==> config.mk <==
export PLATFORM = sky130hd
export DESIGN_NAME = prm_master
export DESIGN_NICKNAME = d
export VERILOG_FILES = /design/src/core/prm_pkg.sv /design/src/core/prm_fifo.sv /design/src/core/prm_master.sv
export SDC_FILE = /design/constraint.sdc
export NUM_CORES = 1
export LEC_CHECK = 0
export CAP_MARGIN = 20
export CORE_ASPECT_RATIO = 0.8
export CORE_MARGIN = 2
export CORE_UTILIZATION = 35
export DETAILED_ROUTE_END_ITERATION = 12
export DONT_BUFFER_PORTS = 1
export GPL_ROUTABILITY_DRIVEN = 0
export PLACE_DENSITY_LB_ADDON = 0.05
export SKIP_LAST_GASP = 1
export SLEW_MARGIN = 5
export SYNTH_ARGS = -nofsm -noshare
export SYNTH_HDL_FRONTEND = slang
export SYNTH_HIERARCHICAL = 1
export SYNTH_SLANG_ARGS = --single-unit
==> constraint.sdc <==
create_clock -name ref_clk -period 4.2 [get_ports ref_clk]
set_input_delay 1.26 -clock ref_clk [delete_from_list [all_inputs] [get_ports ref_clk]]
set_output_delay 1.26 -clock ref_clk [all_outputs]
set_load 0.01 [all_outputs]
==> src/core/prm_pkg.sv <==
// Package of constants and types for the pipelined read master
package prm_pkg;
    // ------------------------------------------------------------
    // Widths and word geometry
    // ------------------------------------------------------------
    localparam int unsigned ADDR_W      = 32;
    localparam int unsigned LEN_W       = 32;
    localparam int unsigned DATA_W      = 32;
    localparam int unsigned WORD_BYTES  = 4;
    localparam int unsigned BE_W        = DATA_W / 8;
    // ------------------------------------------------------------
    // Buffer geometry, reset values and full byteenable
    // ------------------------------------------------------------
    localparam int unsigned FIFO_DEPTH  = 16;
    localparam logic [ADDR_W-1:0] ADDR_RST = 32'h0000_0000;
    localparam logic [LEN_W-1:0]  LEN_RST  = 32'h0000_0000;
    localparam logic [BE_W-1:0]   BE_FULL  = 4'hf;
    // Run state
    typedef enum logic [0:0] {PRM_IDLE, PRM_RUN} prm_state_t;
endpackage

==> src/core/prm_fifo.sv <==
// Synchronous FIFO holding returned read words
`timescale 1ns/10ps
module prm_fifo #(
    parameter int unsigned WIDTH = 32,
    parameter int unsigned DEPTH = 16,
    parameter int unsigned CNT_W = $clog2(DEPTH+1)
) (
    input  wire logic             ref_clk,
    input  wire logic             arst_n,
    input  wire logic             wr_valid,
    input  wire logic [WIDTH-1:0] wr_data,
    input  wire logic             rd_ready,
    output logic                  rd_valid,
    output logic      [WIDTH-1:0] rd_data,
    output logic      [CNT_W-1:0] level
);
    localparam int unsigned PTR_W = (DEPTH > 1) ? $clog2(DEPTH) : 1;

    // Refuse depths the wrapping pointers cannot serve
    if (DEPTH < 2 || (DEPTH & (DEPTH-1)) != 0) begin : g_bad_depth
        $error("prm_fifo depth must be a power of two of at least 2");
    end

    logic [WIDTH-1:0] mem [DEPTH];
    logic [PTR_W-1:0] wp_q, wp_d, rp_q, rp_d;
    logic [CNT_W-1:0] cnt_q, cnt_d;
    logic             push, pop;

    // ------------------------------------------------------------
    // Pointer and occupancy
    // ------------------------------------------------------------
    // Pushes beyond full are dropped; the master's tracker prevents them
    always_comb begin
        push  = wr_valid && (cnt_q != CNT_W'(DEPTH));
        pop   = rd_ready && (cnt_q != '0);
        wp_d  = push ? PTR_W'(wp_q + 1'b1) : wp_q;
        rp_d  = pop  ? PTR_W'(rp_q + 1'b1) : rp_q;
        cnt_d = cnt_q;
        if (push && !pop) begin
            cnt_d = CNT_W'(cnt_q + 1'b1);
        end else if (pop && !push) begin
            cnt_d = CNT_W'(cnt_q - 1'b1);
        end
    end

    // Register pointers and level
    always_ff @(posedge ref_clk or negedge arst_n) begin
        if (!arst_n) begin
            wp_q  <= '0;
            rp_q  <= '0;
            cnt_q <= '0;
        end else begin
            wp_q  <= wp_d;
            rp_q  <= rp_d;
            cnt_q <= cnt_d;
        end
    end

    // Storage array, no reset
    always_ff @(posedge ref_clk) begin
        if (push) begin
            mem[wp_q] <= wr_data;
        end
    end

    assign rd_valid = (cnt_q != '0);
    assign rd_data  = mem[rp_q];
    assign level    = cnt_q;
endmodule

==> src/core/prm_master.sv <==
// Pipelined memory-mapped read master with return FIFO and read tracker
//
// Behaviour
// - Launch captures start address and byte count
// - Reads issue back to back after capture
// - Each posted read adds four, subtracts four
// - Read held high while length remains, unless stored words plus outstanding reads reach threshold
// - Address/length update only on posted, nonzero
// - Posted means read high, waitrequest low
// - Waitrequest high holds address, byteenable, read
// - Readdatavalid writes readdata into the FIFO
// - Outstanding counter up/down/hold on post, return
// - No post beyond free FIFO space
// - Done only when length and outstanding zero
// - Full-word aligned sequential reads only
`timescale 1ns/10ps
module prm_master
    import prm_pkg::*;
#(
    parameter int unsigned DEPTH     = prm_pkg::FIFO_DEPTH,
    parameter int unsigned THRESHOLD = prm_pkg::FIFO_DEPTH,
    parameter int unsigned CNT_W     = $clog2(DEPTH+1)
) (
    input  wire logic                      ref_clk,
    input  wire logic                      arst_n,
    // Launch side
    input  wire logic                      go,
    input  wire logic [prm_pkg::ADDR_W-1:0] start_address,
    input  wire logic [prm_pkg::LEN_W-1:0]  transfer_length,
    output logic                           done,
    output logic                           busy,
    // Memory-mapped master side
    output logic      [prm_pkg::ADDR_W-1:0] address,
    output logic      [prm_pkg::BE_W-1:0]   byteenable,
    output logic                           read,
    input  wire logic                      waitrequest,
    input  wire logic [prm_pkg::DATA_W-1:0] readdata,
    input  wire logic                      readdatavalid,
    // Drain side of the return FIFO
    output logic                           user_valid,
    output logic      [prm_pkg::DATA_W-1:0] user_data,
    input  wire logic                      user_ready,
    output logic      [CNT_W-1:0]          fifo_level
);
    import prm_pkg::*;

    // Refuse a threshold the tracker cannot serve
    if (THRESHOLD < 1 || THRESHOLD > DEPTH) begin : g_bad_threshold
        $error("prm_master threshold must lie in 1..DEPTH");
    end

    // ------------------------------------------------------------
    // State
    // ------------------------------------------------------------
    prm_state_t        state_q, state_d;
    logic [ADDR_W-1:0] addr_q, addr_d;
    logic [LEN_W-1:0]  len_q, len_d;
    logic [CNT_W-1:0]  outst_q, outst_d;
    logic              done_q, done_d;
    logic              posted;
    logic              room;
    logic [CNT_W:0]    used;

    // ------------------------------------------------------------
    // Request qualification
    // ------------------------------------------------------------
    // Outstanding reads plus stored words must leave room for one more
    always_comb begin
        used   = (CNT_W+1)'(fifo_level) + (CNT_W+1)'(outst_q);
        room   = (used < (CNT_W+1)'(THRESHOLD));
        read   = (state_q == PRM_RUN) && (len_q != '0) && room;
        posted = read && !waitrequest;
    end

    // Next-state computation for run control and tracker
    always_comb begin
        state_d = state_q;
        addr_d  = addr_q;
        len_d   = len_q;
        outst_d = outst_q;
        done_d  = done_q;
        // Tracker counts posted reads not yet returned
        if (posted && !readdatavalid) begin
            outst_d = CNT_W'(outst_q + 1'b1);
        end else if (!posted && readdatavalid && outst_q != '0) begin
            outst_d = CNT_W'(outst_q - 1'b1);
        end
        case (state_q)
            PRM_IDLE: begin
                if (go) begin
                    addr_d  = {start_address[ADDR_W-1:2], 2'b00};
                    len_d   = transfer_length;
                    done_d  = 1'b0;
                    state_d = PRM_RUN;
                end
            end
            PRM_RUN: begin
                // Hold while waitrequest is high: posted stays low
                if (posted && len_q != '0) begin
                    addr_d = ADDR_W'(addr_q + WORD_BYTES);
                    len_d  = LEN_W'(len_q - WORD_BYTES);
                end
                if (len_q == '0 && outst_q == '0) begin
                    done_d  = 1'b1;
                    state_d = PRM_IDLE;
                end
            end
            default: begin
                state_d = PRM_IDLE;
            end
        endcase
    end

    // Register run control
    always_ff @(posedge ref_clk or negedge arst_n) begin
        if (!arst_n) begin
            state_q <= PRM_IDLE;
            addr_q  <= ADDR_RST;
            len_q   <= LEN_RST;
            outst_q <= '0;
            done_q  <= 1'b0;
        end else begin
            state_q <= state_d;
            addr_q  <= addr_d;
            len_q   <= len_d;
            outst_q <= outst_d;
            done_q  <= done_d;
        end
    end

    assign address    = addr_q;
    assign byteenable = BE_FULL;
    assign done       = done_q;
    assign busy       = (state_q == PRM_RUN);

    // ------------------------------------------------------------
    // Return buffer
    // ------------------------------------------------------------
    // Readdatavalid is the write enable
    prm_fifo #(
        .WIDTH (DATA_W),
        .DEPTH (DEPTH),
        .CNT_W (CNT_W)
    ) u_fifo (
        .ref_clk  (ref_clk),
        .arst_n   (arst_n),
        .wr_valid (readdatavalid),
        .wr_data  (readdata),
        .rd_ready (user_ready),
        .rd_valid (user_valid),
        .rd_data  (user_data),
        .level    (fifo_level)
    );

    // ------------------------------------------------------------
    // Checks
    // ------------------------------------------------------------
    // Launch captures the byte count
    property p_capture;
        @(posedge ref_clk) disable iff (!arst_n)
        (state_q == PRM_IDLE && go) |=> (len_q == $past(transfer_length));
    endproperty
    a_capture: assert property (p_capture) else $error("length not captured");

    // Launch captures the base, word aligned
    property p_base;
        @(posedge ref_clk) disable iff (!arst_n)
        (state_q == PRM_IDLE && go) |=>
            (addr_q[1:0] == 2'b00) &&
            (addr_q[ADDR_W-1:2] == $past(start_address[ADDR_W-1:2]));
    endproperty
    a_base: assert property (p_base) else $error("base address not captured");

    property p_step;
        @(posedge ref_clk) disable iff (!arst_n)
        (posted && state_q == PRM_RUN) |=>
            (addr_q == $past(addr_q) + 32'h4) && (len_q == $past(len_q) - 32'h4);
    endproperty
    a_step: assert property (p_step) else $error("address or length step wrong");

    property p_hold;
        @(posedge ref_clk) disable iff (!arst_n)
        (state_q == PRM_RUN && !posted) |=>
            (addr_q == $past(addr_q)) && (len_q == $past(len_q));
    endproperty
    a_hold: assert property (p_hold) else $error("address moved without a post");

    // A stalled read stays up with the same address
    property p_wait;
        @(posedge ref_clk) disable iff (!arst_n)
        (read && waitrequest) |=> read && (address == $past(address));
    endproperty
    a_wait: assert property (p_wait) else $error("read changed under waitrequest");

    property p_room;
        @(posedge ref_clk) disable iff (!arst_n)
        read |-> (32'(fifo_level) + 32'(outst_q) < THRESHOLD);
    endproperty
    a_room: assert property (p_room) else $error("read issued without FIFO room");

    property p_track;
        @(posedge ref_clk) disable iff (!arst_n)
        (posted && !readdatavalid) |=> (outst_q == $past(outst_q) + 1'b1);
    endproperty
    a_track: assert property (p_track) else $error("tracker missed a posted read");

    // A return with no post takes one off the tracker
    property p_untrack;
        @(posedge ref_clk) disable iff (!arst_n)
        (!posted && readdatavalid && outst_q != '0) |=> (outst_q == $past(outst_q) - 1'b1);
    endproperty
    a_untrack: assert property (p_untrack) else $error("tracker missed a return");

    property p_done;
        @(posedge ref_clk) disable iff (!arst_n)
        $rose(done) |-> ($past(len_q) == '0) && ($past(outst_q) == '0);
    endproperty
    a_done: assert property (p_done) else $error("done raised with reads pending");

    property p_launch;
        @(posedge ref_clk) disable iff (!arst_n)
        (state_q == PRM_IDLE && go) |=> !done && busy;
    endproperty
    a_launch: assert property (p_launch) else $error("done not cleared by launch");

    property p_start;
        @(posedge ref_clk) disable iff (!arst_n)
        (state_q == PRM_IDLE && go && transfer_length != '0 && fifo_level == '0
            && outst_q == '0) |=> read;
    endproperty
    a_start: assert property (p_start) else $error("read did not start");
endmodule

# ---- Yosys cells after proc, flatten, opt, wreduce, memory -nomap -nowiden
# Memory sizes are Yosys's and may differ from the RTL's.
# Cells that the tools add are included.
dict set report op_classes {
  n_addsub 9
  mul 0
  div 0
  order_cmp 1
  eq_ne 4
  shift 0
  muxes 18
  n_bitwise 1
  reduce_logical 26
}
# operator count
set ops {}
lappend ops {{32-bit 2-to-1 mux} 4}
lappend ops {{32-bit case mux with 2 select lines} 2}
lappend ops {{32-bit by 3-bit adder with 32-bit output (second input constant)} 1}
lappend ops {{32-bit logical NOT} 1}
lappend ops {{32-bit nonzero test} 1}
lappend ops {{32-bit by 3-bit subtractor with 32-bit output (second input constant)} 1}
lappend ops {{5-bit 2-to-1 mux} 4}
lappend ops {{1-bit logical AND} 12}
lappend ops {{5-bit by 1-bit adder with 5-bit output (second input constant)} 2}
lappend ops {{5-bit nonzero test} 2}
lappend ops {{5-bit by 1-bit subtractor with 5-bit output (second input constant)} 2}
lappend ops {{4-bit by 1-bit adder with 4-bit output (second input constant)} 2}
lappend ops {{5-bit by 5-bit adder with 6-bit output} 1}
lappend ops {{6-bit by 5-bit less-than comparator with 1-bit output (second input constant)} 1}
lappend ops {{1-bit 2-to-1 mux} 6}
lappend ops {{1-bit logical NOT} 5}
lappend ops {{5-bit logical NOT} 1}
lappend ops {{5-bit != test (second input constant)} 1}
lappend ops {{2-bit by 1-bit != test with 1-bit output (second input constant)} 2}
lappend ops {{1-bit case mux with 2 select lines} 2}
lappend ops {{2-bit AND reduction} 2}
lappend ops {{2-bit nonzero test} 2}
lappend ops {{2-bit != test (second input constant)} 1}
lappend ops {{1-bit NOT} 1}
dict set report totals {
  regBits 84
  latchBits 0
  mem_bits_rw 512
  rom_bits 0
  output_inout_bits 77
  memories 1
}
# name depth word_bits read_ports rd_ports_with_merged_regs write_ports line
set memory_table {}
lappend memory_table {u_fifo.mem 16 32 1 0 1 prm_fifo.sv:24} ;# logic [WIDTH-1:0] mem [DEPTH];

# ---- Longest topological paths before layout
dict set report depth {
  depth_word 9
  depth_mapped 14
  ltp_nobuf 13
}

# ---- Hierarchy
# The synthesis kept the hierarchy.
# module instances cells_each area_each_um2 seq_area_each_um2
set modules_own_cells {}
lappend modules_own_cells {prm_fifo 1 1004 20350.8 15700.1}
lappend modules_own_cells {prm_master 1 551 4485.6 1726.7}

# ---- Worst setup path before layout
# No wires, ideal clock.
dict set report synth_timing {
  path_kind {input to register}
  startpoint {in readdatavalid}
  endpoint {mem u_fifo.mem[3][0] (enable)}
  arrival_time_ns 3.965
  required_ns 3.739
  setup_slack_ns -0.226
  stages 3
  path_buffers 0
  cell_sequence {a21boi_2 nand2_1 nor3_1}
}
dict set report synth_via {
  elab_chain_len 3
}
# item line
set synth_rtl {}
lappend synth_rtl {{from (decl)} prm_master.sv:38} ;# input wire logic readdatavalid,
lappend synth_rtl {{1-bit logical AND} prm_fifo.sv:34} ;# push = wr_valid && (cnt_q != CNT_W'(DEPTH));
lappend synth_rtl {{1-bit 2-to-1 mux} prm_fifo.sv:61} ;# if (push) begin
lappend synth_rtl {{1-bit 2-to-1 mux (not written as such)} prm_fifo.sv:62} ;# mem[wp_q] <= wr_data;
lappend synth_rtl {{to (decl)} prm_fifo.sv:24}
# Every way passes these cells.

# ---- Final worst setup path
dict set report layout_timing {
  startpoint {reg len_q[14]}
  endpoint {out read}
}
dict set report layout_via {
  elab_chain_len 3
}
# item line
set layout_rtl {}
lappend layout_rtl {{from (decl)} prm_master.sv:57} ;# logic [LEN_W-1:0] len_q, len_d;
lappend layout_rtl {{from (signal assigned)} prm_master.sv:125} ;# len_q <= len_d;
lappend layout_rtl {{32-bit nonzero test} prm_master.sv:71} ;# read = (state_q == PRM_RUN) && (len_q != '0) && room;
lappend layout_rtl {{1-bit logical AND (2 in series)} prm_master.sv:71}
lappend layout_rtl {{to (decl)} prm_master.sv:35} ;# output logic read,
# Every way passes these cells.

==> run metrics <==
Die ar.=about 73,000 um^2; I/O Buffers=0; CTS Hold Buffers Added=0; reg2reg end=outst_q[4]; Die X-Extent=301.8 um; fin crit share=94.24%; Hold Slack=approximately 0.35 ns; worst hold path type=input port to asynchronous set/reset pin; Die Y=242.3 um; CTS tree=built; Clock Pin Slew Worst Setup and Hold Paths=approximately 0.06 ns; commonest non-fill, non-tap cells in the layout=512 x edfxtp_1, 134 x mux2i_1, 119 x nand2_1; status=finished clean; Yosys reg bits=a little under 600; final setup margin=0.2420 ns; post-synthesis sequential area ratio=between 70% and 80%; yosys warns=6; final wirelength=approximately 66,000 um; final core area utilization=40.32%; register area=17,440 um^2; Setup WS pre-CTS=0.6976 ns; largest net degree at the start of global routing=101; clk_skew=0.01937 ns; CTS Buf Count=67; crit path launch type=flop; Worst R2R Path Depth=12; CTS max path bufs=3; RR Startpoint=u_fifo/level[4]; fin nets=1,717; Post-synth EDFFs=just over 500; first-pass GRT wire length=97,410 um; # rows=87; critical path required time=approximately 3 ns; WL/cell=25.45 um; post-synthesis async set-or-reset flop share=approximately 14%; H-tree levels=3; CTS resizes=0; Clock Tree Root=clkbuf_16; P_leak=9.803 nW; core area=around 70,000 um^2; DRC errors left=0; CP max FO=10; PwrDens=roughly 660 nW/um^2; DRT Pass-1 Iters=5; RSZ-0062 raised after global routing=false; Mapped Cells=about 1.6k; Tot Pwr=18.79 mW; initial DRC count=1,113; Critical Path Sink Type=output port; via count=14.01k; Peak VDD IR=288.4 uV; Main synth FF type=edfxtp_1; vias in the first global route=14.01k; FF-to-FF setup slack=0.74 ns; clock insertion delay at the later pin of the skew report=0.60 ns; fraction of layout cells with a size suffix above 1=15.70%; Final HPWL DP=38,580 um; Syn-to-layout area delta=14.15%; Hold Vio Cnt, Final=0; Total GRT Usage=18.08%; max-cap viol count=0; Antenna Nets Post-Route=0; most common cell after layout, fill and taps aside=edfxtp_1; gr ovfl total=0; Fillers=6,447; final setup fails=0; synth unique cells=67; via-per-instance ratio=5.435; Avg Inst Size Synth=15.97 um^2; critical path endpoint=read; Synth Cell Area=24,840 um^2; antenna violations before repair=1; Worst-Margin Slew=0.9460 ns; max frequency=0.2527 GHz; sum of negative setup slack=0 ns; worst setup path start=len_q[14]; Arr. time, crit path=between 2 and 3 ns; num ports=179; Ant. Diodes=0; critical path class=flop to output port; relative max-transition margin=36.35%; Clock Sinks=approximately 590; Slew Viols, Final=0; Post-CTS Setup Repair Bufs=0; Initial Util=approximately a third; area of the multi-input gates=6978 um^2; minimum clock period=3.958 ns
==> power by group <==
| group | switching (mW) | internal (mW) | total (mW) |
|---|---|---|---|
| Sequential | 0.429 | 7.07 | 7.50 |
| Combinational | 3.49 | 2.11 | 5.59 |
| Clock | 2.34 | 3.36 | 5.70 |
==> synth_stat cells, types with 4 or more instances <==
| cell | n | area, um^2 |
|---|---|---|
| or3_1 | 5 | 31.28 |
| buf_2 | 22 | 110.1 |
| buf_6 | 14 | 157.7 |
| edfxtp_1 | 512 | 15370 |
| a21o_1 | 7 | 52.55 |
| a31oi_1 | 5 | 31.28 |
| a21oi_1 | 93 | 465.5 |
| a221o_1 | 4 | 40.04 |
| nand3_1 | 26 | 130.1 |
| o22ai_1 | 28 | 175.2 |
| ha_1 | 19 | 237.7 |
| nor3_1 | 11 | 55.05 |
| nand2b_1 | 8 | 50.05 |
| buf_1 | 4 | 15.01 |
| buf_4 | 13 | 97.59 |
| o32ai_1 | 5 | 43.79 |
| nor4_1 | 12 | 75.07 |
| inv_1 | 14 | 52.55 |
| mux2i_1 | 134 | 1341 |
| xnor2_1 | 11 | 96.34 |
| clkbuf_1 | 47 | 176.4 |
| a22oi_1 | 35 | 262.8 |
| mux4_1 | 4 | 105.1 |
| or4_1 | 4 | 30.03 |
| o21ai_0 | 73 | 365.4 |
| mux4_2 | 60 | 1351 |
| and3_1 | 8 | 50.05 |
| nor2_1 | 34 | 127.6 |
| a221oi_1 | 65 | 569.3 |
| xor2_1 | 6 | 52.55 |
| and2_1 | 6 | 37.54 |
| a2bb2oi_1 | 4 | 35.03 |
| nand4_1 | 8 | 50.05 |
| dfrtp_1 | 82 | 2052 |
| nand2_1 | 119 | 446.7 |
==> worst min path at each step <==
stage,start,to,slack [ns],cells after the start
2_1_floorplan,len_q[1],len_q[1],0.45,2
3_3_place_gp,len_q[7],len_q[7],0.51,2
3_5_place_dp,len_q[1],len_q[1],0.47,2
4_1_cts,arst_n,len_q[21],0.31,0
5_1_grt,arst_n,len_q[21],0.31,0
6_report,arst_n,len_q[21],0.35,0
==> sequential cells by signal, indices dropped and copies added (netlist names) <==
name          count
len_q            32
u_fifo/rp_q       4
address          30
u_fifo/wp_q       4
u_fifo/mem      512
outst_q           5
done              1
u_fifo/level      5
busy              1
==> cells by family after synthesis <==
group | Yosys count | synth area share (%)
xor+xnor | 17 | 0.5995
other cells | 2 | 0.03024
compound gates | 345 | 9.113
mux | 200 | 11.36
flops | 594 | 70.17
simple gates | 262 | 5.164
fa+ha+maj | 21 | 1.118
buf+inv | 114 | 2.453
==> layout make-up <==
cell class,count,share of cell area [%]
Multi-Input combinational cell,851,24.61
Clock inverter,32,1.174
Tap cell,934,4.122
Sequential cell,594,61.52
Inverter,14,0.1854
Clock buffer,86,6.241
Timing Repair Buffer,66,2.145
==> stage by stage <==
step           cell area [um^2]  std cells
2_1_floorplan             24870       1559
3_3_place_gp              26240       2459
3_5_place_dp              26240       2459
4_1_cts                   28340       2577
5_1_grt                   28350       2577
6_report                  28350       2577
==> worst max-delay path, stage by stage, from the launching register on <==
cell and delay [ns]:
dfrtp_1 0.43, or4_1 0.67, nor4_2 0.33, and4_1 0.34
buf_4 0.21, nor3_1 0.10
==> layer usage <==
layer | GRT usage [%] | vias up | share of wire [%]
met5 | 0 | - | 0
met4 | 4.805 | 0 | 2.0
met3 | 3.363 | 95 | 4.4
met2 | 27.04 | 283 | 45
met1 | 26.97 | 7313 | 48
li1 | - | 6316 | -
Power figures use the tool's default switching activity.
